$ cat src/urtev_cfg.svh
`ifndef URTEV_CFG_SVH
`define URTEV_CFG_SVH
// register byte offsets
`define URTEV_OFF_RXHOLD     8'h00
`define URTEV_OFF_IDENT      8'h04
`define URTEV_OFF_LINESTATE  8'h08
`define URTEV_OFF_MODEMSTATE 8'h0C
`define URTEV_OFF_EXTCTL2    8'h10
`define URTEV_OFF_TOUT_HI    8'h14
`define URTEV_OFF_TOUT_LO    8'h18
`define URTEV_OFF_TRIGLVL    8'h1C
`define URTEV_OFF_IRQ_STAT   8'h20
`define URTEV_OFF_IRQ_MASK   8'h24
`define URTEV_OFF_FIFOSTAT   8'h28
// field positions
`define URTEV_PERIODIC_BIT   6
// reset values
`define URTEV_TOUT_HI_RST    8'h00
`define URTEV_TOUT_LO_RST    8'h40
`define URTEV_TRIGLVL_RST    8'h11
// interrupt status bits
`define URTEV_IRQ_TOUT       0
`define URTEV_IRQ_RXDMA      1
`define URTEV_IRQ_TXDMA      2
// ident register codes
`define URTEV_IDENT_NONE     8'h01
`define URTEV_IDENT_TOUT     8'h0C
// axi responses
`define URTEV_RESP_OKAY      2'h0
`define URTEV_RESP_SLVERR    2'h2
`endif

$ cat src/urtev_pkg.sv
package urtev_pkg;
   typedef struct packed {
      logic       push;
      logic [7:0] data;
   } urtev_rx_char_t;

   typedef struct packed {
      logic       rx_req;
      logic       tx_req;
   } urtev_dma_req_t;

   typedef enum logic [0:0] {URTEV_AXI_IDLE, URTEV_AXI_RESP} urtev_axi_st_t;
endpackage

$ cat src/urtev_fifo_mem.sv
module urtev_fifo_mem #(
   parameter int WIDTH = 8,
   parameter int DEPTH = 64
) (
   input  wire logic                     clk,
   input  wire logic                     wr_en,
   input  wire logic [$clog2(DEPTH)-1:0] wr_addr,
   input  wire logic [WIDTH-1:0]         wr_data,
   input  wire logic [$clog2(DEPTH)-1:0] rd_addr,
   output logic      [WIDTH-1:0]         rd_data_ff
);
   logic [WIDTH-1:0] mem [DEPTH];

   if (DEPTH < 2 || (DEPTH & (DEPTH - 1)) != 0) begin
      $error("depth must be power of two");
   end

   always_ff @(posedge clk) begin
      if (wr_en) begin
         mem[wr_addr] <= wr_data;
      end
   end

   // registered read, address is the next head so data is ready on pop
   always_ff @(posedge clk) begin
      rd_data_ff <= mem[rd_addr];
   end
endmodule

$ cat src/urtev_top.sv
// Behaviour
// - status reads never touch the timeout flag
// - timeout count split over high/low registers
// - control bit 6 selects periodic timeout mode
// - ident register read clears timeout flag, not its interrupt status bit
// - pending data re-raises timeout after clear
// - periodic mode re-raises timeout each expiry
// - trigger register drives DMA request thresholds
//
// The implementer's own choices: the AXI4-Lite interface to the registers and the placing of the registers.
`include "urtev_cfg.svh"
module urtev_top #(
   parameter int DEPTH = 64
) (
   input  wire logic                   clk,
   input  wire logic                   sys_rst,
   input  wire logic                   s_axi_awvalid,
   output logic                        s_axi_awready,
   input  wire logic [7:0]             s_axi_awaddr,
   input  wire logic                   s_axi_wvalid,
   output logic                        s_axi_wready,
   input  wire logic [31:0]            s_axi_wdata,
   input  wire logic [3:0]             s_axi_wstrb,
   output logic                        s_axi_bvalid,
   input  wire logic                   s_axi_bready,
   output logic [1:0]                  s_axi_bresp,
   input  wire logic                   s_axi_arvalid,
   output logic                        s_axi_arready,
   input  wire logic [7:0]             s_axi_araddr,
   output logic                        s_axi_rvalid,
   input  wire logic                   s_axi_rready,
   output logic [31:0]                 s_axi_rdata,
   output logic [1:0]                  s_axi_rresp,
   input  wire urtev_pkg::urtev_rx_char_t rx_char,
   input  wire logic                   tx_pop,
   input  wire logic [6:0]             tx_level,
   input  wire logic [7:0]             line_state,
   input  wire logic [7:0]             modem_state,
   output urtev_pkg::urtev_dma_req_t   dma_req_ff,
   output logic                        irq_ff
);
   localparam int AW = $clog2(DEPTH);

   if (DEPTH < 32 || DEPTH > 64) begin
      $error("depth must cover trigger level 32");
   end

   // registers
   logic [7:0]  extended_feature_ctl_two_ff;
   logic [7:0]  rx_timeout_count_high_ff;
   logic [7:0]  rx_timeout_count_low_ff;
   logic [7:0]  fifo_trigger_level_reg_ff;
   logic [2:0]  irq_stat_ff;
   logic [2:0]  irq_mask_ff;
   logic        tout_flag_ff;

   // fifo state
   logic [AW-1:0] wr_ptr_ff;
   logic [AW-1:0] rd_ptr_ff;
   logic [AW:0]   rx_count_ff;
   logic [7:0]    rd_data;
   logic [15:0]   tout_cnt_ff;

   // synchronisers for pin-level status inputs
   logic [7:0] line_meta_ff;
   logic [7:0] line_sync_ff;
   logic [7:0] modem_meta_ff;
   logic [7:0] modem_sync_ff;

   always_ff @(posedge clk or posedge sys_rst) begin
      if (sys_rst) begin
         line_meta_ff  <= 8'h00;
         line_sync_ff  <= 8'h00;
         modem_meta_ff <= 8'h00;
         modem_sync_ff <= 8'h00;
      end else begin
         line_meta_ff  <= line_state;
         line_sync_ff  <= line_meta_ff;
         modem_meta_ff <= modem_state;
         modem_sync_ff <= modem_meta_ff;
      end
   end

   // axi write channel
   logic       aw_held_ff;
   logic [7:0] aw_addr_ff;
   logic       w_held_ff;
   logic [31:0] w_data_ff;
   logic [3:0]  w_strb_ff;
   logic        wr_fire;

   assign wr_fire = aw_held_ff && w_held_ff && !s_axi_bvalid;

   always_ff @(posedge clk or posedge sys_rst) begin
      if (sys_rst) begin
         aw_held_ff    <= 1'b0;
         aw_addr_ff    <= 8'h00;
         s_axi_awready <= 1'b0;
      end else begin
         s_axi_awready <= !aw_held_ff && !s_axi_awready;
         if (s_axi_awvalid && s_axi_awready) begin
            aw_held_ff    <= 1'b1;
            aw_addr_ff    <= s_axi_awaddr;
            s_axi_awready <= 1'b0;
         end else if (wr_fire) begin
            aw_held_ff <= 1'b0;
         end
      end
   end

   always_ff @(posedge clk or posedge sys_rst) begin
      if (sys_rst) begin
         w_held_ff    <= 1'b0;
         w_data_ff    <= 32'h0000_0000;
         w_strb_ff    <= 4'h0;
         s_axi_wready <= 1'b0;
      end else begin
         s_axi_wready <= !w_held_ff && !s_axi_wready;
         if (s_axi_wvalid && s_axi_wready) begin
            w_held_ff    <= 1'b1;
            w_data_ff    <= s_axi_wdata;
            w_strb_ff    <= s_axi_wstrb;
            s_axi_wready <= 1'b0;
         end else if (wr_fire) begin
            w_held_ff <= 1'b0;
         end
      end
   end

   logic wr_known;
   always_comb begin
      unique case (aw_addr_ff)
         `URTEV_OFF_EXTCTL2, `URTEV_OFF_TOUT_HI, `URTEV_OFF_TOUT_LO,
         `URTEV_OFF_TRIGLVL, `URTEV_OFF_IRQ_STAT, `URTEV_OFF_IRQ_MASK: wr_known = 1'b1;
         default: wr_known = 1'b0;
      endcase
   end

   always_ff @(posedge clk or posedge sys_rst) begin
      if (sys_rst) begin
         s_axi_bvalid <= 1'b0;
         s_axi_bresp  <= `URTEV_RESP_OKAY;
      end else if (wr_fire) begin
         s_axi_bvalid <= 1'b1;
         s_axi_bresp  <= wr_known ? `URTEV_RESP_OKAY : `URTEV_RESP_SLVERR;
      end else if (s_axi_bready) begin
         s_axi_bvalid <= 1'b0;
      end
   end

   logic wr_lane0;
   assign wr_lane0 = wr_fire && w_strb_ff[0];

   // control registers
   always_ff @(posedge clk or posedge sys_rst) begin
      if (sys_rst) begin
         extended_feature_ctl_two_ff <= 8'h00;
         rx_timeout_count_high_ff    <= `URTEV_TOUT_HI_RST;
         rx_timeout_count_low_ff     <= `URTEV_TOUT_LO_RST;
         fifo_trigger_level_reg_ff   <= `URTEV_TRIGLVL_RST;
         irq_mask_ff                 <= 3'h0;
      end else if (wr_lane0) begin
         unique case (aw_addr_ff)
            `URTEV_OFF_EXTCTL2:  extended_feature_ctl_two_ff <= w_data_ff[7:0];
            `URTEV_OFF_TOUT_HI:  rx_timeout_count_high_ff    <= w_data_ff[7:0];
            `URTEV_OFF_TOUT_LO:  rx_timeout_count_low_ff     <= w_data_ff[7:0];
            `URTEV_OFF_TRIGLVL:  fifo_trigger_level_reg_ff   <= w_data_ff[7:0];
            `URTEV_OFF_IRQ_MASK: irq_mask_ff                 <= w_data_ff[2:0];
            default: ;
         endcase
      end
   end

   // axi read channel
   logic       rd_fire;
   logic [7:0] ar_addr;
   logic       rd_hold_pop;
   logic       rd_ident;
   urtev_pkg::urtev_axi_st_t rd_st_ff;

   assign ar_addr     = s_axi_araddr;
   assign rd_fire     = s_axi_arvalid && s_axi_arready;
   assign rd_hold_pop = rd_fire && ar_addr == `URTEV_OFF_RXHOLD && rx_count_ff != '0;
   assign rd_ident    = rd_fire && ar_addr == `URTEV_OFF_IDENT;

   always_ff @(posedge clk or posedge sys_rst) begin
      if (sys_rst) begin
         rd_st_ff      <= urtev_pkg::URTEV_AXI_IDLE;
         s_axi_arready <= 1'b0;
      end else begin
         unique case (rd_st_ff)
            urtev_pkg::URTEV_AXI_IDLE: begin
               s_axi_arready <= !rd_fire;
               if (rd_fire) begin
                  rd_st_ff <= urtev_pkg::URTEV_AXI_RESP;
               end
            end
            urtev_pkg::URTEV_AXI_RESP: begin
               if (s_axi_rvalid && s_axi_rready) begin
                  rd_st_ff <= urtev_pkg::URTEV_AXI_IDLE;
               end
            end
         endcase
      end
   end

   logic [31:0] rd_mux;
   logic        rd_known;
   always_comb begin
      rd_mux   = 32'h0000_0000;
      rd_known = 1'b1;
      unique case (ar_addr)
         `URTEV_OFF_RXHOLD:     rd_mux[7:0] = rd_data;
         `URTEV_OFF_IDENT:      rd_mux[7:0] = tout_flag_ff ? `URTEV_IDENT_TOUT : `URTEV_IDENT_NONE;
         `URTEV_OFF_LINESTATE:  rd_mux[7:0] = {line_sync_ff[7:1], rx_count_ff != '0};
         `URTEV_OFF_MODEMSTATE: rd_mux[7:0] = modem_sync_ff;
         `URTEV_OFF_EXTCTL2:    rd_mux[7:0] = extended_feature_ctl_two_ff;
         `URTEV_OFF_TOUT_HI:    rd_mux[7:0] = rx_timeout_count_high_ff;
         `URTEV_OFF_TOUT_LO:    rd_mux[7:0] = rx_timeout_count_low_ff;
         `URTEV_OFF_TRIGLVL:    rd_mux[7:0] = fifo_trigger_level_reg_ff;
         `URTEV_OFF_IRQ_STAT:   rd_mux[2:0] = irq_stat_ff;
         `URTEV_OFF_IRQ_MASK:   rd_mux[2:0] = irq_mask_ff;
         `URTEV_OFF_FIFOSTAT:   rd_mux[AW:0] = rx_count_ff;
         default:               rd_known = 1'b0;
      endcase
   end

   always_ff @(posedge clk or posedge sys_rst) begin
      if (sys_rst) begin
         s_axi_rvalid <= 1'b0;
         s_axi_rdata  <= 32'h0000_0000;
         s_axi_rresp  <= `URTEV_RESP_OKAY;
      end else if (rd_fire) begin
         s_axi_rvalid <= 1'b1;
         s_axi_rdata  <= rd_mux;
         s_axi_rresp  <= rd_known ? `URTEV_RESP_OKAY : `URTEV_RESP_SLVERR;
      end else if (s_axi_rready) begin
         s_axi_rvalid <= 1'b0;
      end
   end

   // receive fifo; a push into a full fifo is dropped
   logic push_ok;
   assign push_ok = rx_char.push && rx_count_ff != (AW+1)'(DEPTH);

   urtev_fifo_mem #(
      .WIDTH(8),
      .DEPTH(DEPTH)
   ) u_rx_mem (
      .clk       (clk),
      .wr_en     (push_ok),
      .wr_addr   (wr_ptr_ff),
      .wr_data   (rx_char.data),
      .rd_addr   (rd_hold_pop ? rd_ptr_ff + 1'b1 : rd_ptr_ff),
      .rd_data_ff(rd_data)
   );

   always_ff @(posedge clk or posedge sys_rst) begin
      if (sys_rst) begin
         wr_ptr_ff   <= '0;
         rd_ptr_ff   <= '0;
         rx_count_ff <= '0;
      end else begin
         if (push_ok) begin
            wr_ptr_ff <= wr_ptr_ff + 1'b1;
         end
         if (rd_hold_pop) begin
            rd_ptr_ff <= rd_ptr_ff + 1'b1;
         end
         rx_count_ff <= rx_count_ff + (AW+1)'(push_ok) - (AW+1)'(rd_hold_pop);
      end
   end

   // timeout counter
   logic [15:0] tout_load;
   logic        periodic;
   logic        tout_expire;
   assign tout_load   = {rx_timeout_count_high_ff, rx_timeout_count_low_ff};
   assign periodic    = extended_feature_ctl_two_ff[`URTEV_PERIODIC_BIT];
   // a zero count still waits one cycle after each reload, as a count of one does
   assign tout_expire = tout_cnt_ff <= 16'h0001 && (periodic || rx_count_ff != '0);

   always_ff @(posedge clk or posedge sys_rst) begin
      if (sys_rst) begin
         tout_cnt_ff <= 16'h0000;
      end else if (rx_char.push || rd_hold_pop) begin
         tout_cnt_ff <= tout_load;
      end else if (tout_expire) begin
         tout_cnt_ff <= tout_load;
      end else if (!periodic && rx_count_ff == '0) begin
         tout_cnt_ff <= tout_load;
      end else if (tout_cnt_ff != 16'h0000) begin
         tout_cnt_ff <= tout_cnt_ff - 16'h0001;
      end
   end

   // timeout flag: only expiry sets it, only ident read clears it; set wins
   always_ff @(posedge clk or posedge sys_rst) begin
      if (sys_rst) begin
         tout_flag_ff <= 1'b0;
      end else if (tout_expire) begin
         tout_flag_ff <= 1'b1;
      end else if (rd_ident) begin
         tout_flag_ff <= 1'b0;
      end
   end

   // dma requests from trigger levels; low nibble rx, high nibble tx, times four
   logic [6:0] rx_trig;
   logic [6:0] tx_trig;
   logic       rx_level_hit;
   logic       tx_level_hit;
   assign rx_trig      = {1'b0, fifo_trigger_level_reg_ff[3:0], 2'b00};
   assign tx_trig      = {1'b0, fifo_trigger_level_reg_ff[7:4], 2'b00};
   assign rx_level_hit = 7'(rx_count_ff) >= (rx_trig == 7'h00 ? 7'h01 : rx_trig);
   assign tx_level_hit = tx_level >= (tx_trig == 7'h00 ? 7'h01 : tx_trig);

   always_ff @(posedge clk or posedge sys_rst) begin
      if (sys_rst) begin
         dma_req_ff <= '0;
      end else begin
         dma_req_ff.rx_req <= rx_level_hit;
         dma_req_ff.tx_req <= tx_level_hit;
      end
   end

   // sticky interrupt status, write one to clear, set wins
   logic [2:0] irq_set;
   logic [2:0] irq_clr;
   assign irq_set = {tx_level_hit && !dma_req_ff.tx_req, rx_level_hit && !dma_req_ff.rx_req, tout_expire};
   assign irq_clr = (wr_lane0 && aw_addr_ff == `URTEV_OFF_IRQ_STAT) ? w_data_ff[2:0] : 3'h0;

   always_ff @(posedge clk or posedge sys_rst) begin
      if (sys_rst) begin
         irq_stat_ff <= 3'h0;
      end else begin
         irq_stat_ff <= (irq_stat_ff & ~irq_clr) | irq_set;
      end
   end

   always_ff @(posedge clk or posedge sys_rst) begin
      if (sys_rst) begin
         irq_ff <= 1'b0;
      end else begin
         irq_ff <= |(((irq_stat_ff & ~irq_clr) | irq_set) & irq_mask_ff);
      end
   end
endmodule

$ cat config.mk
export PLATFORM = sky130hd
export DESIGN_NAME = urtev_top
export DESIGN_NICKNAME = d
export VERILOG_FILES = /design/src/urtev_pkg.sv /design/src/urtev_fifo_mem.sv /design/src/urtev_top.sv
export VERILOG_INCLUDE_DIRS = /design/src
export SDC_FILE = /design/constraint.sdc
export NUM_CORES = 1
export LEC_CHECK = 0
export BUFFER_PORTS_ARGS = -buffer_cell sky130_fd_sc_hd__buf_2
export CORE_MARGIN = 3
export CORE_UTILIZATION = 35
export CTS_CLUSTER_DIAMETER = 150
export DETAILED_ROUTE_END_ITERATION = 12
export PLACE_DENSITY = 0.6
export SLEW_MARGIN = 15
export SYNTH_ARGS = -nofsm -noshare
export SYNTH_HDL_FRONTEND = slang
export SYNTH_HIERARCHICAL = 1
export SYNTH_SLANG_ARGS = --single-unit
$ cat constraint.sdc
create_clock -name clk -period 10.5 [get_ports clk]
set_input_delay 1.575 -clock clk [delete_from_list [all_inputs] [get_ports clk]]
set_output_delay 1.575 -clock clk [all_outputs]
set_load 0.02 [all_outputs]
**Word level (Yosys, flattened, before mapping)**

Memories as Yosys holds them, arrays and structs flattened. A register that Yosys moved wholly into a read port is not among the register bits.
Index checks and enable logic that the tools add are counted.

- Register bits after elaboration: 146
- Memory bits (writable): 512
- Input port bits: 92
- Output and inout bits: 44
- Word-level logic and storage cells: 144
- Memories: 1

Memory list:

| name | words | bits a word | read ports | clocked after memory_dff | wr ports | line | RTL |
|---|---|---|---|---|---|---|---|
| u_rx_mem.mem | 64 | 8 | 1 | 1 | 1 | urtev_fifo_mem.sv:12 | `logic [WIDTH-1:0] mem [DEPTH];` |

- Add/sub/neg operators: 5
- Order comparisons: 3
- Equality and inequality tests: 17
- Mux-type cells: 32
- Bitwise logic cells: 5
- Reduce and logical (&&, ||, !) cells: 49

Operators with widths:

| cell | number |
|---|---|
| $eq 8x5->1 const B | 8 |
| $mux 16 | 4 |
| $eq 8x6->1 const B | 5 |
| $pmux 4 s9 | 1 |
| $pmux 3 s11 | 1 |
| $logic_not 7->1 | 3 |
| $logic_and 1x1->1 | 18 |
| $mux 6 | 3 |
| $mux 1 | 17 |
| $eq 8x4->1 const B | 2 |
| $le 16x1->1 const B | 1 |
| $reduce_bool 16->1 | 1 |
| $sub 16x1->16 const B | 1 |
| $ge 7x6->1 | 2 |
| $add 6x1->6 const B | 2 |
| $reduce_or 11->1 | 1 |
| $reduce_and 2->1 | 5 |
| $reduce_bool 2->1 | 5 |
| $logic_not 1->1 | 9 |
| $eq 8x3->1 const B | 1 |
| $logic_not 8->1 | 1 |
| $pmux 1 s8 | 1 |
| $add 7x1->7 | 1 |
| $ne 7x7->1 const B | 1 |
| other kinds (14) | 17 |

**Longest topological paths before layout**

- Depth in word-level cells: 10
- Depth in mapped cells: 16
- Depth with buffers taken out: 15

**Modules after synthesis**

Netlist, hierarchy kept.

Modules (own cells, without submodules):

| module | times used | cells each | area an instance (um2) | seq. area each (um2) |
|---|---|---|---|---|
| urtev_fifo_mem | 1 | 940 | 20,166.8 | 15,534.9 |
| urtev_top | 1 | 570 | 6,756.5 | 3,557.2 |

**Least setup slack after synthesis**

Ideal clock, no wire load.

- Kind: in2reg
- Start point: input port s_axi_araddr[4]
- End point: register u_rx_mem.rd_data_ff[3], read port of u_rx_mem.mem
- Setup time: 137 ps
- Data arrival time: 4,363 ps
- Data required time: 10,363 ps
- Path slack: 6,001 ps
- Cell stages on the path: 9
- Path buffers: 2
- Cell sequence: nor4_1 -> nand4_1 -> xnor2_1 -> buf_6 -> buf_4 -> mux4_2 -> mux4_2 -> o21ai_1 -> o41ai_1

- Word-level cells in the longest chain between the ends: 4

RTL lines:

| item | line | RTL |
|---|---|---|
| from (decl) | urtev_top.sv:29 | `input wire logic [7:0] s_axi_araddr,` |
| $logic_not 8->1 | n/a |  |
| $logic_and 1x1->1 (no source line) | n/a |  |
| $logic_and 1x1->1 | urtev_top.sv:183 | `` assign rd_hold_pop = rd_fire && ar_addr == `URTEV_OFF_RXHOLD && rx_count_ff != '0; `` |
| $mux 6 | n/a |  |
| to (decl) | urtev_fifo_mem.sv:10 | `output logic [WIDTH-1:0] rd_data_ff` |

No other way between the ends.
A chain may end at the register's enable or synchronous reset.

**Worst setup path in the final report**

- Start point: input port s_axi_araddr[2]
- End point: register u_rx_mem.rd_data_ff[0], read port of u_rx_mem.mem

Same word-level chain as after synthesis.

==> qor.yml <==
synth:
  ys.flop_type: "edfxtp_1"
  yosys.area.top_type: "edfxtp_1"
  synth.ff_latch_count: 662
  syn-cell-area_sq_um: 26900
  syn_avg_cell_area_sq_um: 17.8
  yosys-top-cells-area: "edfxtp_1, dfrtp_1, mux4_2"
  ys_types: 70
  syn_inst: 1510
  yosysWarningCount: 6
  synth_edf_count: 512
  synth_top_area_share_pct: 57.1
  yosysSeqAreaShare_pct: 70.9
  synthArstFlopShare_pct: 21.5
routing:
  detail-route-antenna-nets: 0
  via_per_inst: 5.23
  avgRoutedWirePerCell_um: 22.5
  drcViolationCount: 0
  dr.pass1.iters: 5
  drtIter0Drc: 1147
  num_vias: 14100
  wl_um: 60700
worst_setup_path:
  crit_chain: "buf_2 > nor4_1 > nand4_1 > xnor2_2 > buf_12 > buf_4 > mux4_2 > mux4_2 > nor2_1 > nor3_1 > o2bb2ai_1"
  cpMostUsedCell: "mux4_2"
  cp_max_fo: 109
  crit_type: "in2reg"
  rr_endpoint: "u_rx_mem/rd_data_ff[0]"
  cp-startpoint: "s_axi_araddr[2]"
  arrival_ns: 6.21
  crit_path_start_kind: "input port"
  slowest_delay_ns: 0.65
  endpoint: "u_rx_mem/rd_data_ff[0]"
  worstSetupEndpointType: "flop"
  r2r_start: "rx_count_ff[3]"
  cp.depth: 11
  crit_buf_inv: 3
  crit_path_top_delay_cell: "nor4_1"
  r2r_cells: 13
  critical_path.top_delay_family: "buffers and inverters"
  required_ns: 10.97
  reg2reg_slack_ns: 5.56
clocking:
  cts.path.max_buffers: 3
  cts_max_level: 3
  cts_resized: 0
  cts_root_buf: "clkbuf_16"
  clk_pin_slew_ns: 0.06
  cts_buffers: 69
  clk_latency_ns: 0.61
  clock-sinks: 662
  hold_buffers: 0
  cts_tree: "done"
  post-cts-setup-buffer-count: 0
global_route:
  grt_pass1_vias: 14600
  grt_use_total_pct: 15.1
  grt_pass1_wl_um: 93000
  antenna_found_initial: 0
  grt-ovfl-total: 0
  grt_max_degree: 110
floorplan:
  start_util_pct: 35.4
  die_y_um: 283
  die_x_um: 283
  rows: 101
  core_sq_um: 76100
  dieArea_sq_um: 80300
  ioPinCount: 136
placement:
  hpwlAfterDp_um: 37700
  portBuffers: 80
  gp_congestion: 0.864
run:
  drv_cap: 0
final_layout:
  nFillCells: 6833
  final_cell_mix: "edfxtp_1, dfrtp_1, mux4_2"
  multi_input_area_sq_um: 7320
  syn_to_final_growth_pct: 13.9
  drive_gt1_share_pct: 26.8
  final_common_cell: "edfxtp_1"
  nets: 1730
  seq_area_sq_um: 19100
sta:
  max_freq_mhz: 174
  hold_viol: 0
  slew_headroom_pct: 31.9
  slew_violations: 0
  layout_min_cycle_time_ns: 5.74
  rsz0062_at_grt: "false"
  tns_ns: 0
  hold_ws_ns: 0.346
  period_share_pct: 54.7
  tightest_slew_ns: 0.995
  skew_ns: 0.0298
  setup_violations: 0
power:
  total_leakage_power_nw: 10.3
  ir_drop_v: 0.000107
  power_density_nw_per_um2: 212
  power_mw: 6.50
hold_path:
  hold_class: "reg2reg"
  worstHoldStart: "line_meta_ff[5]"
status:
  status: "finished, final reports clean"
==> cells in the mapped netlist (all sizes together) (9+ instances only) <==
cell / count
clkbuf: 28
mux2i: 28
nor3: 19
o22ai: 9
dfrtp: 139
nor4: 12
nand2: 57
a22oi: 14
nand3: 29
mux2: 89
nand2b: 13
xnor2: 13
buf: 64
inv: 30
xor2: 17
edfxtp: 512
a21oi: 18
nor2: 105
o21ai: 23
ha: 23
a221oi: 10
nor2b: 17
mux4: 127
==> state kept, by name, summed over array words and instances, names as in the netlist, 8 cells and up <==
name                         count
modem_meta_ff                    8
rx_timeout_count_low_ff          8
aw_addr_ff                       8
u_rx_mem/mem                   512
modem_sync_ff                    8
s_axi_rdata                      8
w_data_ff                        8
u_rx_mem/rd_data_ff              8
tout_cnt_ff                     16
rx_timeout_count_high_ff         8
fifo_trigger_level_reg_ff        8
extended_feature_ctl_two_ff      8
==> cell families (layout without fill, tap and decap cells) <==
logic type | count (synthesis) | count (layout) | synth area share (%)
buffers and inverters | 122 | 252 | 2.57
DFF | 662 | 662 | 70.9
AOI/OAI and AO/OA | 137 | 137 | 3.64
muxes | 244 | 244 | 15.5
adders and majority gates | 24 | 24 | 1.14
and+or+nand+nor | 290 | 290 | 5.23
other | 1 | 27 | 0.0139
xor gates and xnor gates | 30 | 30 | 0.976
==> power by group <==
| part | total (mW) | switching (mW) | internal, mW |
|---|---|---|---|
| Combinational | 0.854 | 0.483 | 0.371 |
| Sequential | 3.21 | 0.179 | 3.03 |
| Clock | 2.44 | 0.997 | 1.45 |
==> how the worst min path moves through the flow <==
stage / endpoint / slack [ns] / depth (start not counted)
CTS: line_sync_ff[5] / 0.35 / 0
global placement: line_sync_ff[7] / 0.34 / 0
global route: modem_sync_ff[3] / 0.36 / 0
floorplan: line_sync_ff[1] / 0.33 / 0
finish: line_sync_ff[5] / 0.35 / 0
detailed placement: line_sync_ff[5] / 0.34 / 0
==> worst register-to-register path, cell delays in order (launching register included) <==
cell       delay (ns)
dfrtp_1          0.45
inv_1            0.11
ha_1             0.13
nor4bb_1         0.37
nand2b_1         0.29
nand4_1          0.36
xnor2_2          0.18
buf_12           0.61
buf_4            0.76
mux4_2           0.66
mux4_2           0.48
nor2_1           0.16
nor3_1           0.12
o2bb2ai_1        0.14
==> layer usage <==
metal / share of wire [%] / global-route usage [%]
met5: 0 / 0
met4: 2.2 / 4.05
met3: 6.0 / 2.91
met2: 48 / 24.3
met1: 44 / 21.2
==> per-stage QoR <==
step / util, % / std cells / area (sq um) / setup WS, ns
2_1_floorplan: - / 1535 / 27000 / 5.12
6_report: 40.3 / 2696 / 30700 / 4.76
5_1_grt: 40.3 / 2695 / 30700 / 4.49
3_3_place_gp: 37.3 / 2573 / 28400 / 4.15
4_1_cts: 40.3 / 2695 / 30700 / 4.85
3_5_place_dp: 37.3 / 2573 / 28400 / 4.20
==> final cells by class <==
cell class	instances	area share (%)
clock buffers	89	6.41
inverters	30	0.383
multi-input cells	751	23.9
diodes	1	0.00816
well taps	1030	4.20
clock inverters	33	1.03
flip-flops and latches	662	62.3
repair buffers	100	1.87
No activity file was read; power rests on OpenSTA's default activity.
